**config.mk**
```make
export PLATFORM = sky130hd
export DESIGN_NAME = rct_top
export DESIGN_NICKNAME = d
export VERILOG_FILES = /design/src/inc/rct_pkg.sv /design/src/inc/rct_evt_if.sv /design/src/rtl/rct_pin_filter.sv /design/src/rtl/rct_cause_decode.sv /design/src/rtl/rct_top.sv
export VERILOG_INCLUDE_DIRS = /design/src /design/src/inc
export SDC_FILE = /design/constraint.sdc
export NUM_CORES = 1
export LEC_CHECK = 0
export BUFFER_PORTS_ARGS = -buffer_cell sky130_fd_sc_hd__buf_2
export CAP_MARGIN = 10
export CORE_AREA = 2 2 95 97
export DETAILED_ROUTE_END_ITERATION = 8
export DIE_AREA = 0 0 97 99
export GPL_TIMING_DRIVEN = 0
export PLACE_DENSITY = 0.76
export SYNTH_ARGS = -nofsm -noshare
export SYNTH_HDL_FRONTEND = slang
export SYNTH_SLANG_ARGS = --single-unit
export TNS_END_PERCENT = 10
```
**constraint.sdc**
```tcl
create_clock -name pclk -period 2.2 [get_ports pclk]
set_input_delay 0.11 -clock pclk [delete_from_list [all_inputs] [get_ports pclk]]
set_output_delay 0.11 -clock pclk [all_outputs]
set_load 0.02 [all_outputs]
```
**src/inc/rct_defines.svh**
```systemverilog
`ifndef RCT_DEFINES_SVH
`define RCT_DEFINES_SVH

// apb geometry: byte address is four times the register index
`define RCT_ADDR_W        16
`define RCT_IDX_W         14

// register word indices
`define RCT_IDX_PORT      14'h0006
`define RCT_IDX_INTCTL_A  14'h000B
`define RCT_IDX_INTCTL_B  14'h008B
`define RCT_IDX_OPTION    14'h0081
`define RCT_IDX_DIR       14'h0086
`define RCT_IDX_CAUSE_REG 14'h008E
`define RCT_IDX_CONFIG    14'h2007
// extra registers
`define RCT_IDX_FLAGS     14'h0090
`define RCT_IDX_LAST      14'h0091
`define RCT_IDX_IRQ_STAT  14'h0092
`define RCT_IDX_IRQ_EN    14'h0093
`define RCT_IDX_IRQ_CLR   14'h0094

// field positions
`define RCT_POR_BIT       1
`define RCT_FLAG_PDN_BIT  0
`define RCT_FLAG_TMO_BIT  1
`define RCT_INTCTL_KEEP   0

// reset values
`define RCT_DIR_RST       8'hFF
`define RCT_OPTION_RST    8'hFF
`define RCT_POWERON_FILL  8'h00
`define RCT_INTCTL_RST    7'h00

// event bits in the interrupt registers
`define RCT_EVT_W         4
`define RCT_EVT_PIN_RUN   0
`define RCT_EVT_PIN_SLP   1
`define RCT_EVT_DOG_RUN   2
`define RCT_EVT_DOG_WAKE  3

// timing: clock period and shortest accepted reset-pin low time
`define RCT_CLK_PERIOD_NS 100
`define RCT_PIN_MIN_NS    2000
`define RCT_PIN_MIN_CYC   ((`RCT_PIN_MIN_NS + `RCT_CLK_PERIOD_NS - 1) / `RCT_CLK_PERIOD_NS)
`define RCT_CNT_W         8

`endif

```
**src/inc/rct_pkg.sv**
```systemverilog
package rct_pkg;
  // the five distinguished reset conditions, in this order
  typedef enum logic [2:0] {
    RCT_CAUSE_POR,
    RCT_CAUSE_PIN_RUN,
    RCT_CAUSE_PIN_SLEEP,
    RCT_CAUSE_DOG_RUN,
    RCT_CAUSE_DOG_WAKE
  } rct_cause_type;

  // reset-pin filter states
  typedef enum logic [1:0] {
    RCT_FILT_IDLE,
    RCT_FILT_COUNT,
    RCT_FILT_HELD
  } rct_filt_type;
endpackage : rct_pkg

```
**src/inc/rct_evt_if.sv**
```systemverilog
`timescale 1ns/1ps
interface rct_evt_if import rct_pkg::*; ();
  logic          pin_hold;     // filtered pin is asserted
  logic          pin_event;    // one cycle at filtered assertion
  logic          dog_event;    // watchdog timeout pulse
  logic          sleep_active; // core is sleeping
  rct_cause_type cause;        // classified cause
  logic          cause_valid;  // one cycle with a new cause

  modport filt (output pin_hold, pin_event);
  modport dec  (input pin_event, dog_event, sleep_active, output cause, cause_valid);
  modport top  (input pin_hold, cause, cause_valid, output dog_event, sleep_active);
endinterface : rct_evt_if

```
**src/rtl/rct_pin_filter.sv**
```systemverilog
`timescale 1ns/1ps
`include "rct_defines.svh"
module rct_pin_filter import rct_pkg::*; (
  // clock and reset
  input  wire logic pclk,
  input  wire logic presetn,
  // raw pin, active low, asynchronous
  input  wire logic external_reset_pin_n,
  // filtered result
  rct_evt_if.filt   evt
);
  logic                 sync1_reg;  // first stage, read only by stage two
  logic                 sync2_reg;  // safe copy of the pin
  logic [`RCT_CNT_W-1:0] cnt_reg;   // cycles seen low
  rct_filt_type         state_reg;

  // two-flop synchroniser; idles high (pin released)
  always_ff @(posedge pclk or negedge presetn) begin
    if (!presetn) begin
      sync1_reg <= 1'b1;
      sync2_reg <= 1'b1;
    end else begin
      sync1_reg <= external_reset_pin_n;
      sync2_reg <= sync1_reg;
    end
  end

  // a low pulse only counts once it outlasts the minimum width;
  // any bounce back high before then restarts the wait
  always_ff @(posedge pclk or negedge presetn) begin
    if (!presetn) begin
      state_reg     <= RCT_FILT_IDLE;
      cnt_reg       <= '0;
      evt.pin_hold  <= 1'b0;
      evt.pin_event <= 1'b0;
    end else begin
      evt.pin_event <= 1'b0;
      unique case (state_reg)
        RCT_FILT_IDLE: begin
          cnt_reg <= '0;
          if (!sync2_reg) begin
            state_reg <= RCT_FILT_COUNT;
          end
        end
        RCT_FILT_COUNT: begin
          if (sync2_reg) begin // short pulse: ignored
            state_reg <= RCT_FILT_IDLE;
          end else if (cnt_reg == `RCT_CNT_W'(`RCT_PIN_MIN_CYC - 1)) begin
            state_reg     <= RCT_FILT_HELD;
            evt.pin_hold  <= 1'b1;
            evt.pin_event <= 1'b1;
          end else begin
            cnt_reg <= cnt_reg + 1'b1;
          end
        end
        RCT_FILT_HELD: begin
          // release on the first high sample
          if (sync2_reg) begin
            state_reg    <= RCT_FILT_IDLE;
            evt.pin_hold <= 1'b0;
          end
        end
      endcase
    end
  end
endmodule : rct_pin_filter

```
**src/rtl/rct_cause_decode.sv**
```systemverilog
`timescale 1ns/1ps
module rct_cause_decode import rct_pkg::*; (
  // clock and reset
  input  wire logic pclk,
  input  wire logic presetn,
  // events in, cause out
  rct_evt_if.dec    evt
);
  // classify each event by whether the core sleeps; the pin wins if
  // both land in the same cycle since it is the stronger reset
  always_ff @(posedge pclk or negedge presetn) begin
    if (!presetn) begin
      evt.cause       <= RCT_CAUSE_POR;
      evt.cause_valid <= 1'b0;
    end else begin
      evt.cause_valid <= evt.pin_event | evt.dog_event;
      if (evt.pin_event) begin
        evt.cause <= evt.sleep_active ? RCT_CAUSE_PIN_SLEEP : RCT_CAUSE_PIN_RUN;
      end else if (evt.dog_event) begin
        evt.cause <= evt.sleep_active ? RCT_CAUSE_DOG_WAKE : RCT_CAUSE_DOG_RUN;
      end
    end
  end
endmodule : rct_cause_decode

```
**src/rtl/rct_top.sv**
```systemverilog
`timescale 1ns/1ps
`include "rct_defines.svh"
module rct_top import rct_pkg::*; (
  // clock and power-on reset
  input  wire logic                   pclk,
  input  wire logic                   presetn,
  // apb slave
  input  wire logic                   psel,
  input  wire logic                   penable,
  input  wire logic                   pwrite,
  input  wire logic [`RCT_ADDR_W-1:0] paddr,
  input  wire logic [31:0]            pwdata,
  output logic      [31:0]            prdata,
  output logic                        pready,
  output logic                        pslverr,
  // reset sources
  input  wire logic                   external_reset_pin_n,
  input  wire logic                   watchdog_timer_timeout,
  input  wire logic                   core_sleeping,
  // register contents towards the core
  output logic      [7:0]             port_output_latch,
  output logic      [7:0]             port_direction,
  output logic      [7:0]             option_settings,
  output logic      [7:0]             interrupt_control,
  // reset and wake requests to the core
  output logic                        core_reset,
  output logic                        core_wake,
  // interrupt
  output logic                        irq
);
  rct_evt_if evt ();

  // register state
  logic [7:0]            port_output_latch_reg;
  logic [7:0]            port_direction_reg;
  logic [7:0]            option_reg;
  logic [7:0]            intctl_reg;
  logic [7:0]            config_word_reg;
  logic                  por_flag_reg;   // 0 = power-on happened
  logic                  timeout_flag_reg;
  logic                  power_down_flag_reg;
  rct_cause_type         last_cause_reg;
  logic [`RCT_EVT_W-1:0] irq_status_reg;
  logic [`RCT_EVT_W-1:0] irq_enable_reg;
  // bus and output flops
  logic [31:0]           prdata_reg;
  logic                  pready_reg;
  logic                  pslverr_reg;
  logic                  core_reset_reg;
  logic                  core_wake_reg;
  logic                  irq_reg;
  // decoded strobes
  logic                  load_defaults;
  logic                  wr_done;
  logic                  rd_take;
  logic [`RCT_IDX_W-1:0] idx;
  logic [`RCT_EVT_W-1:0] evt_set;
  logic [`RCT_EVT_W-1:0] evt_clr;
  logic [31:0]           rd_value;

  // same-clock sources go straight in
  assign evt.dog_event    = watchdog_timer_timeout;
  assign evt.sleep_active = core_sleeping;

  rct_pin_filter u_filter (
    .pclk                 (pclk),
    .presetn              (presetn),
    .external_reset_pin_n (external_reset_pin_n),
    .evt                  (evt)
  );

  rct_cause_decode u_decode (
    .pclk    (pclk),
    .presetn (presetn),
    .evt     (evt)
  );

  // true when the index names a mapped register
  function automatic logic rct_is_mapped(input logic [`RCT_IDX_W-1:0] i);
    unique case (i)
      `RCT_IDX_PORT, `RCT_IDX_INTCTL_A, `RCT_IDX_INTCTL_B, `RCT_IDX_OPTION,
      `RCT_IDX_DIR, `RCT_IDX_CAUSE_REG, `RCT_IDX_CONFIG, `RCT_IDX_FLAGS,
      `RCT_IDX_LAST, `RCT_IDX_IRQ_STAT, `RCT_IDX_IRQ_EN,
      `RCT_IDX_IRQ_CLR: rct_is_mapped = 1'b1;
      default:          rct_is_mapped = 1'b0;
    endcase
  endfunction : rct_is_mapped

  // one-hot event vector from a cause pulse
  function automatic logic [`RCT_EVT_W-1:0] rct_evt_bits(input logic v, input rct_cause_type c);
    rct_evt_bits = '0;
    if (v) begin
      unique case (c)
        RCT_CAUSE_PIN_RUN:   rct_evt_bits[`RCT_EVT_PIN_RUN]  = 1'b1;
        RCT_CAUSE_PIN_SLEEP: rct_evt_bits[`RCT_EVT_PIN_SLP]  = 1'b1;
        RCT_CAUSE_DOG_RUN:   rct_evt_bits[`RCT_EVT_DOG_RUN]  = 1'b1;
        RCT_CAUSE_DOG_WAKE:  rct_evt_bits[`RCT_EVT_DOG_WAKE] = 1'b1;
        default:             rct_evt_bits = '0;
      endcase
    end
  endfunction : rct_evt_bits

  // word index; the two low address bits are ignored
  assign idx     = paddr[`RCT_ADDR_W-1:2];
  // a write lands only on the edge where pready is seen high
  assign wr_done = psel & penable & pready_reg & pwrite;
  // read data is captured in the first access cycle
  assign rd_take = psel & penable & ~pready_reg;
  assign evt_set = rct_evt_bits(evt.cause_valid, evt.cause);
  assign evt_clr = (wr_done && idx == `RCT_IDX_IRQ_CLR) ? pwdata[`RCT_EVT_W-1:0] : '0;

  // pin held or watchdog in run: defaults; wake-up never loads them
  assign load_defaults = evt.pin_hold
                       | (evt.cause_valid && evt.cause == RCT_CAUSE_DOG_RUN);

  // read mux; unimplemented bits read as zero
  always_comb begin
    rd_value = '0;
    unique case (idx)
      `RCT_IDX_PORT:                       rd_value[7:0] = port_output_latch_reg;
      `RCT_IDX_INTCTL_A, `RCT_IDX_INTCTL_B: rd_value[7:0] = intctl_reg;
      `RCT_IDX_OPTION:                     rd_value[7:0] = option_reg;
      `RCT_IDX_DIR:                        rd_value[7:0] = port_direction_reg;
      `RCT_IDX_CAUSE_REG:                  rd_value[`RCT_POR_BIT] = por_flag_reg;
      `RCT_IDX_CONFIG:                     rd_value[7:0] = config_word_reg;
      `RCT_IDX_FLAGS: begin
        rd_value[`RCT_FLAG_TMO_BIT] = timeout_flag_reg;
        rd_value[`RCT_FLAG_PDN_BIT] = power_down_flag_reg;
      end
      `RCT_IDX_LAST:                       rd_value[2:0] = last_cause_reg;
      `RCT_IDX_IRQ_STAT:                   rd_value[`RCT_EVT_W-1:0] = irq_status_reg;
      `RCT_IDX_IRQ_EN:                     rd_value[`RCT_EVT_W-1:0] = irq_enable_reg;
      default:                             rd_value = '0; // clear register reads zero
    endcase
  end

  // apb handshake: one wait state, so every access takes two cycles
  always_ff @(posedge pclk or negedge presetn) begin
    if (!presetn) begin
      pready_reg  <= 1'b0;
      prdata_reg  <= '0;
      pslverr_reg <= 1'b0;
    end else begin
      pready_reg <= rd_take;
      if (rd_take) begin
        prdata_reg  <= pwrite ? '0 : rd_value;
        pslverr_reg <= ~rct_is_mapped(idx);
      end else begin
        pslverr_reg <= 1'b0;
      end
    end
  end

  // port latch: power-on is the only reset that touches it; the fill value is arbitrary
  always_ff @(posedge pclk or negedge presetn) begin
    if (!presetn) begin
      port_output_latch_reg <= `RCT_POWERON_FILL;
    end else if (wr_done && idx == `RCT_IDX_PORT) begin
      port_output_latch_reg <= pwdata[7:0];
    end
  end

  // configuration word survives every reset but power-on
  always_ff @(posedge pclk or negedge presetn) begin
    if (!presetn) begin
      config_word_reg <= `RCT_POWERON_FILL;
    end else if (wr_done && idx == `RCT_IDX_CONFIG) begin
      config_word_reg <= pwdata[7:0];
    end
  end

  // direction and option: defaults win over a write in the same cycle
  always_ff @(posedge pclk or negedge presetn) begin
    if (!presetn) begin
      port_direction_reg <= `RCT_DIR_RST;
      option_reg         <= `RCT_OPTION_RST;
    end else if (load_defaults) begin
      port_direction_reg <= `RCT_DIR_RST;
      option_reg         <= `RCT_OPTION_RST;
    end else if (wr_done) begin
      if (idx == `RCT_IDX_DIR) begin
        port_direction_reg <= pwdata[7:0];
      end
      if (idx == `RCT_IDX_OPTION) begin
        option_reg <= pwdata[7:0];
      end
    end
  end

  // interrupt control: two aliases; bit 0 is left alone by every reset but power-on
  always_ff @(posedge pclk or negedge presetn) begin
    if (!presetn) begin
      intctl_reg <= '0;
    end else if (load_defaults) begin
      intctl_reg <= {`RCT_INTCTL_RST, intctl_reg[`RCT_INTCTL_KEEP]};
    end else if (wr_done && (idx == `RCT_IDX_INTCTL_A || idx == `RCT_IDX_INTCTL_B)) begin
      intctl_reg <= pwdata[7:0];
    end
  end

  // power-on flag: cleared by power-on, software may write it either way
  always_ff @(posedge pclk or negedge presetn) begin
    if (!presetn) begin
      por_flag_reg <= 1'b0;
    end else if (wr_done && idx == `RCT_IDX_CAUSE_REG) begin
      por_flag_reg <= pwdata[`RCT_POR_BIT];
    end
  end

  // timeout and power-down flags track the classified cause;
  // a pin reset in run leaves both as they were
  always_ff @(posedge pclk or negedge presetn) begin
    if (!presetn) begin
      timeout_flag_reg    <= 1'b1;
      power_down_flag_reg <= 1'b1;
      last_cause_reg      <= RCT_CAUSE_POR;
    end else if (evt.cause_valid) begin
      last_cause_reg <= evt.cause;
      unique case (evt.cause)
        RCT_CAUSE_PIN_SLEEP: begin
          timeout_flag_reg    <= 1'b1;
          power_down_flag_reg <= 1'b0;
        end
        RCT_CAUSE_DOG_RUN: begin
          timeout_flag_reg    <= 1'b0;
          power_down_flag_reg <= 1'b1;
        end
        RCT_CAUSE_DOG_WAKE: begin
          timeout_flag_reg    <= 1'b0;
          power_down_flag_reg <= 1'b0;
        end
        default: begin
          timeout_flag_reg    <= timeout_flag_reg;
          power_down_flag_reg <= power_down_flag_reg;
        end
      endcase
    end
  end

  // sticky event bits; a new event beats a clear in the same cycle
  always_ff @(posedge pclk or negedge presetn) begin
    if (!presetn) begin
      irq_status_reg <= '0;
    end else begin
      irq_status_reg <= (irq_status_reg & ~evt_clr) | evt_set;
    end
  end

  // interrupt enable mask
  always_ff @(posedge pclk or negedge presetn) begin
    if (!presetn) begin
      irq_enable_reg <= '0;
    end else if (wr_done && idx == `RCT_IDX_IRQ_EN) begin
      irq_enable_reg <= pwdata[`RCT_EVT_W-1:0];
    end
  end

  // registered requests to the core and the interrupt level;
  // the wake pulse lags the cause by one cycle
  always_ff @(posedge pclk or negedge presetn) begin
    if (!presetn) begin
      core_reset_reg <= 1'b1;
      core_wake_reg  <= 1'b0;
      irq_reg        <= 1'b0;
    end else begin
      core_reset_reg <= load_defaults;
      core_wake_reg  <= evt.cause_valid && evt.cause == RCT_CAUSE_DOG_WAKE;
      irq_reg        <= |(irq_status_reg & irq_enable_reg);
    end
  end

  // outputs straight from flops
  assign prdata            = prdata_reg;
  assign pready            = pready_reg;
  assign pslverr           = pslverr_reg;
  assign port_output_latch = port_output_latch_reg;
  assign port_direction    = port_direction_reg;
  assign option_settings   = option_reg;
  assign interrupt_control = intctl_reg;
  assign core_reset        = core_reset_reg;
  assign core_wake         = core_wake_reg;
  assign irq               = irq_reg;
endmodule : rct_top

```
==> results.yml, run 1 <==
run_status:
  status: "finished, final reports clean"
yosys:
  syn_area_sq_um: 4380
  async_flop_share_pct: 100
  ys_types: 67
  synthFlopType: "dfrtp_1"
  yosys.area.top_type: "dfrtp_1"
  ys_ff_latch: 85
  ys_seq_area_share_pct: 49.1
  syn_inst: 410
  synth_area_per_cell_sq_um: 10.7
  yosys_warnings: 0
  synth_edf_count: 0
  synthTopCellsByArea: "dfrtp_1 (37%), dfstp_2 (13%), nand2_1 (5.0%), buf_4 (4.6%), mux2_1 (4.1%)"
  synth.top_cell.area_share_pct: 36.5
clocking:
  cts.htree.levels: 3
  clock-root-buffer: "clkbuf_8"
  cts_setup_buffers: 0
  clockBufferDepth: 2
  clock_sinks: 85
  clk_pin_slew_ns: 0.08
  numCtsBuffers: 9
  cts_tree: "built"
  clkLatencyLatePin_ns: 0.36
final_layout:
  drive_gt1_share_pct: 32.4
  final_nets: 587
  final_common_cell: "buf_2"
  syn_to_final_growth_pct: 20.8
  fin_util_pct: 61.9
  nFillCells: 732
  layout_common_cells: "buf_2 (78), dfrtp_1 (64), nand2_1 (58)"
  antennaDiodeCount: 0
worst_setup_path:
  r2r_slack_ns: 0.31
  critPathRequiredTime_ns: 2.44
  reg2reg_depth: 5
  cp.arrival_ns: 2.18
  reg2reg_from: "pready$_DFF_PN0_"
  cp_slowest_cell: "nor4_4"
  path_cells: "buf_2 > clkbuf_1 > nand2_1 > nor4_4 > nand2_1 > nor2_1 > mux2_1"
  slowest_delay_ns: 0.48
  crit_top_cell: "nand2_1"
  cp-start-kind: "input pin"
  rr_endpoint: "interrupt_control[0]$_DFFE_PN0P_"
  critPathLaunch: "paddr[3]"
  setup.worst_path.class: "input pin to register"
  cp-end-kind: "register"
  crit_fanout: 10
timing:
  post-route-min-period_ns: 1.95
  setup_violations: 0
  setup_slack_ns: 0.252
  period_share_pct: 88.5
  slew_violations: 0
  worst_slew_pin_slew_ns: 0.677
  fin_setup_tns_ns: 0
  finalHoldViolCount: 0
  rsz0062_at_grt: "false"
  max_clock_freq_mhz: 513
  fin_worst_skew_ns: 0.0107
  relSlewSlack_pct: 54.5
routing:
  wl_per_cell_microns: 16.4
  dr.pass1.iters: 5
  drtIter0Drc: 197
  antenna_left: 0
  vias: 3536
  vias_per_cell: 5.53
  wl_microns: 10500
  remaining_drc_errors: 0
floorplan:
  initial_core_util_pct: 51.3
  die_x_microns: 97
  dieArea_sq_um: 9600
  num_rows: 34
  io_pins: 125
  die_y_microns: 99
  core_area_sq_um: 8550
hold_path:
  hp-start: "pwdata[5]"
  whs_endpoint: "option_settings[5]$_DFFE_PN1P_"
  worstHoldPathType: "input pin to register"
  min_path_cells: 3
global_route:
  first_global_vias: 3516
  antenna_found_initial: 0
  grt.total_usage_pct: 22.9
  grt-ovfl-total: 0
  grt_max_degree: 56
  grt_pass1_wl_microns: 17600
power:
  ir_worst_vdd_uv: 465
  leakage_nw: 2.58
  power_density_nw_per_um2: 670
job:
  maxCapViolCount: 0
place:
  place_ws_ns: -0.0734
  gp_congestion: 0.853
  hpwl_microns: 7710
  numPortBuffers: 74
==> repair_timing <==
| action | 4_1_cts | 5_1_grt |
|---|---|---|
| hold buffers | 7 | 0 |
| setup endpoints to repair | 1 | 1 |
| hold endpoints to repair | 32 | 0 |
| gates resized for setup | 1 | 2 |
==> worst max-delay path by stage <==
stage | endpoint | cells past startpoint | slack, ns
global placement | interrupt_control[0]$_DFFE_PN0P_ | 7 | -0.03
detailed placement | interrupt_control[0]$_DFFE_PN0P_ | 6 | -0.07
finish | interrupt_control[0]$_DFFE_PN0P_ | 7 | 0.25
floorplan | interrupt_control[0]$_DFFE_PN0P_ | 5 | 0.42
CTS | interrupt_control[0]$_DFFE_PN0P_ | 7 | 0.08
global route | interrupt_control[0]$_DFFE_PN0P_ | 6 | 0.14
==> cells in the mapped netlist (3+ instances only) <==
master,number
a21o_1,3
a21oi_1,14
a22o_1,10
a22oi_1,6
a32oi_1,4
and2_1,5
and3_1,4
buf_2,5
buf_4,27
clkbuf_1,7
dfrtp_1,64
dfstp_2,21
ha_1,5
inv_1,8
mux2_1,16
mux2_2,9
mux2_4,4
mux2i_1,10
nand2_1,58
nand2b_1,5
nand3_1,34
nor2_1,14
nor2b_1,6
nor4_1,4
o21ai_0,6
o21ai_1,3
xnor2_1,3
xor2_1,3
==> cells by family (layout without fill, tap and decap cells) <==
family | count (synthesis) | count (layout) | share of synthesized area (%)
multiplexers | 41 | 41 | 11.1
adder cells (fa/ha/maj) | 5 | 5 | 1.43
flip-flops | 85 | 85 | 49.1
other | 1 | 24 | 0.0855
AND/OR/NAND/NOR | 161 | 161 | 20.3
buffers and inverters | 49 | 147 | 6.65
AO/OA/AOI/OAI | 62 | 62 | 10.1
XOR/XNOR | 6 | 6 | 1.20
==> stage by stage <==
step                power [mW]  hold WS (ns)  area [sq um]  cells
floorplan                 2.16        -0.186          4470    433
global placement          2.34         0.216          4980    615
detailed placement        2.37        0.0763          5010    616
CTS                       3.58        0.0184          5290    639
global route              3.74        0.0309          5300    639
finish                    3.55        0.0321          5300    639
==> where the power goes <==
part	total [mW]	internal (mW)	switching, mW
combinational	0.608	0.230	0.378
sequential	1.74	1.67	0.0757
clock	1.20	0.640	0.559
==> final cells by class <==
type	instances	area (sq um)	share of cell area (%)
clock inverters	6	87.6	1.65
multi-input cells	299	2030	38.3
repair buffers	82	470	8.88
inverters	9	35.0	0.661
clock buffers	10	128	2.41
well taps	108	135	2.55
flip-flops and latches	85	2150	40.7
plain buffers	40	259	4.89
==> routing by layer <==
layer	global-route usage, %	vias up	part of all wire, %
met5	0	-	0
met4	8.45	0	1.8
met3	6.17	17	7.6
met2	37.4	146	50
met1	29.6	1714	41
li1	-	1659	-
==> worst max-delay path, delay by kind of cell <==
family	cells	cell delay (ns)
buffers and inverters	2	0.45
multiplexers	1	0.33
AND/OR/NAND/NOR	4	1.28
(Power assumes the default switching activity.)
==> inputs of run 2 (changes only) <==
--- a/config.mk
+++ b/config.mk
@@ -8,12 +8,13 @@
 export LEC_CHECK = 0
 export BUFFER_PORTS_ARGS = -buffer_cell sky130_fd_sc_hd__buf_2
 export CAP_MARGIN = 10
-export CORE_AREA = 2 2 95 97
+export CORE_AREA = 2 2 96 98
 export DETAILED_ROUTE_END_ITERATION = 8
-export DIE_AREA = 0 0 97 99
+export DIE_AREA = 0 0 98 100
 export GPL_TIMING_DRIVEN = 0
-export PLACE_DENSITY = 0.76
+export PLACE_DENSITY = 0.77
 export SYNTH_ARGS = -nofsm -noshare
 export SYNTH_HDL_FRONTEND = slang
+export SYNTH_HIERARCHICAL = 1
 export SYNTH_SLANG_ARGS = --single-unit
 export TNS_END_PERCENT = 10
==> run 2 against run 1 <==
Net effect: sequential power hardly changed; critical endpoint is now interrupt_control[3]$_DFFE_PN0P_; synthesized cell count is 0.73% lower; hold slack worse by 0.011 ns; highest routed layer unchanged; register-to-register slack worse by 0.096 ns; combinational power is 13% higher; non-clock buffer count is 4 lower; via count is 0.74% lower; cell area is 2.6% higher; synthesized area is 4.1% higher; cell count is 0.47% lower.
==> results.yml, run 2 <==
clocking:
  clock-root-buffer: "clkbuf_8"
  numCtsBuffers: 9
  cts_tree: "built"
  clock_sinks: 85
  cts.htree.levels: 3
  clk_pin_slew_ns: 0.09
  clockBufferDepth: 2
  clkLatencyLatePin_ns: 0.35
  cts_resized: 0
yosys:
  synthTopCellsByArea: "dfrtp_1 (35%), dfstp_2 (12%), mux2i_1 (6.4%), mux2_2 (4.7%), nand2_1 (4.4%)"
  synth_area_per_cell_sq_um: 11.2
  synth_most_common_cell: "dfrtp_1"
  yosys_warnings: 6
  synth_edf_count: 0
  syn_inst: 407
  ys_types: 74
  yosys.area.top_type: "dfrtp_1"
  ys_ff_latch: 85
  ys_top_cells_by_count: "dfrtp_1 (64), nand2_1 (54), mux2i_1 (29)"
  syn_area_sq_um: 4560
  ys_seq_area_share_pct: 47.2
  synthFlopType: "dfrtp_1"
  async_flop_share_pct: 100
  synth.top_cell.area_share_pct: 35.1
routing:
  vias: 3510
  drtIter0Drc: 150
  wl_per_cell_microns: 17.4
  antenna_left: 0
  dr.pass1.iters: 5
  remaining_drc_errors: 0
  wl_microns: 11100
  vias_per_cell: 5.52
final_layout:
  drive_gt1_share_pct: 37.7
  nFillCells: 751
  fin_util_pct: 61.2
  final_common_cell: "buf_2"
  syn_to_final_growth_pct: 19.1
  regArea_sq_um: 2150
  final_area_sq_um: 5440
  final_nets: 581
  antennaDiodeCount: 0
  final_cells: 636
  multi_input_area_sq_um: 2180
  layout_common_cells: "buf_2 (80), dfrtp_1 (64), nand2_1 (54)"
worst_setup_path:
  cp-start-kind: "register"
  crit_top_cell: "nor2_1"
  reg2reg_from: "u_decode/evt.cause_valid$_DFF_PN0_"
  cp.arrival_ns: 2.26
  path_cells: "nand2_1 > nor2_1 > a21oi_1 > clkinv_1 > nor2_1"
  critPathLaunch: "u_decode/evt.cause_valid$_DFF_PN0_"
  cp_slowest_cell: "a21oi_1"
  endpoint: "interrupt_control[3]$_DFFE_PN0P_"
  r2r_slack_ns: 0.21
  rr_endpoint: "interrupt_control[3]$_DFFE_PN0P_"
  reg2reg_depth: 5
  slowest_delay_ns: 0.62
  setup.worst_path.class: "register to register"
  crit_fanout: 9
  critPathBufInv: 1
  cp-end-kind: "register"
  worst-path-stages: 5
  worst_path_dominant_cell_family: "compound AO/OA/AOI/OAI gates"
  critPathRequiredTime_ns: 2.48
power:
  ir_worst_vdd_uv: 436
  total_power_mw: 3.65
  leakage_nw: 2.58
  power_density_nw_per_um2: 671
floorplan:
  io_pins: 125
  die_x_microns: 98
  initial_core_util_pct: 51.3
  num_rows: 35
  dieArea_sq_um: 9800
  core_area_sq_um: 8890
  die_y_microns: 100
timing:
  max_clock_freq_mhz: 503
  setup_violations: 0
  finalHoldViolCount: 0
  post-route-min-period_ns: 1.99
  rsz0062_at_grt: "false"
  fin_worst_skew_ns: 0.00577
  worst_slew_pin_slew_ns: 0.867
  fin_hold_ws_ns: 0.0212
  period_share_pct: 90.3
  slew_violations: 0
  fin_setup_tns_ns: 0
  setup_slack_ns: 0.214
  relSlewSlack_pct: 41.7
place:
  hpwl_microns: 8330
  placed_area_sq_um: 5180
  gp_congestion: 0.913
  numPortBuffers: 74
  dp.cells: 616
  place_ws_ns: 0.00157
global_route:
  antenna_found_initial: 0
  grt_pass1_wl_microns: 18100
  grt.total_usage_pct: 23.4
  first_global_vias: 3484
  grt_max_degree: 45
  grt-ovfl-total: 0
hold_path:
  worstHoldPathType: "input pin to register"
run_status:
  status: "finished, final reports clean"
job:
  maxCapViolCount: 0
run 2: cell types whose count changed after synthesis, moves of 7 or more:
cell,delta
mux2_1,-15
mux2_2,+10
nand3_1,-19
a21oi_1,-10
a22o_1,-7
mux2i_1,+19
run 2: cell type report:
class	instances	area share, %
Multi-Input combinational cell	297	40.1
Sequential cell	85	39.6
Timing Repair Buffer	79	7.96
Buffer	39	5.22
Tap cell	111	2.55
Clock buffer	11	2.42
Clock inverter	5	1.52
Inverter	9	0.621
run 2: cell families (layout without fill, tap and decap cells):
| group | count (synthesis) | in the layout | share of synthesized area, % |
|---|---|---|---|
| fa+ha+maj | 5 | 5 | 1.37 |
| buf+inv | 48 | 143 | 6.96 |
| other cells | 1 | 24 | 0.0822 |
| compound gates | 57 | 57 | 9.73 |
| flops | 85 | 85 | 47.2 |
| xor+xnor | 2 | 2 | 0.384 |
| mux | 59 | 59 | 14.7 |
| simple gates | 150 | 150 | 19.5 |
run 2: power breakdown:
part | internal [mW] | leakage [nW] | switching (mW) | total, mW
clock | 0.646 | 0.108 | 0.584 | 1.23
combinational | 0.301 | 1.42 | 0.386 | 0.688
sequential | 1.66 | 1.06 | 0.0758 | 1.73
total | 2.60 | 2.58 | 1.05 | 3.65
run 2: per-layer routing:
layer  vias up  wire, microns  global-route usage (%)
met5         -              0                       0
met4         0            181                    8.12
met3        18            692                    4.53
met2       111           5520                    39.0
met1      1726           4670                    30.7
li1       1655              -                       -
run 2: repair_timing:
| action | 4_1_cts | 5_1_grt |
|---|---|---|
| hold buffers | 4 | 0 |
| setup buffers | 0 | 0 |
| hold endpoints to repair | 33 | 0 |
run 2: worst min path at each step:
stage / endpoint / cells past startpoint / startpoint / slack, ns
2_1_floorplan: config_word_reg[0]$_DFFE_PN0P_ / 0 / presetn / -0.19
3_3_place_gp: u_filter/sync1_reg$_DFF_PN1_ / 1 / external_reset_pin_n / 0.22
3_5_place_dp: port_output_latch[6]$_DFFE_PN0P_ / 1 / presetn / 0.14
4_1_cts: option_settings[4]$_DFFE_PN1P_ / 3 / pwdata[4] / 0.01
5_1_grt: option_settings[7]$_DFFE_PN1P_ / 3 / pwdata[7] / 0.03
6_report: option_settings[4]$_DFFE_PN1P_ / 3 / pwdata[4] / 0.02
run 2: worst reg2reg max path, cell delays in order, from the launching register on:
cell      delay, ns
dfrtp_1        0.44
nand2_1        0.12
nor2_1         0.09
a21oi_1        0.62
clkinv_1       0.44
nor2_1         0.20
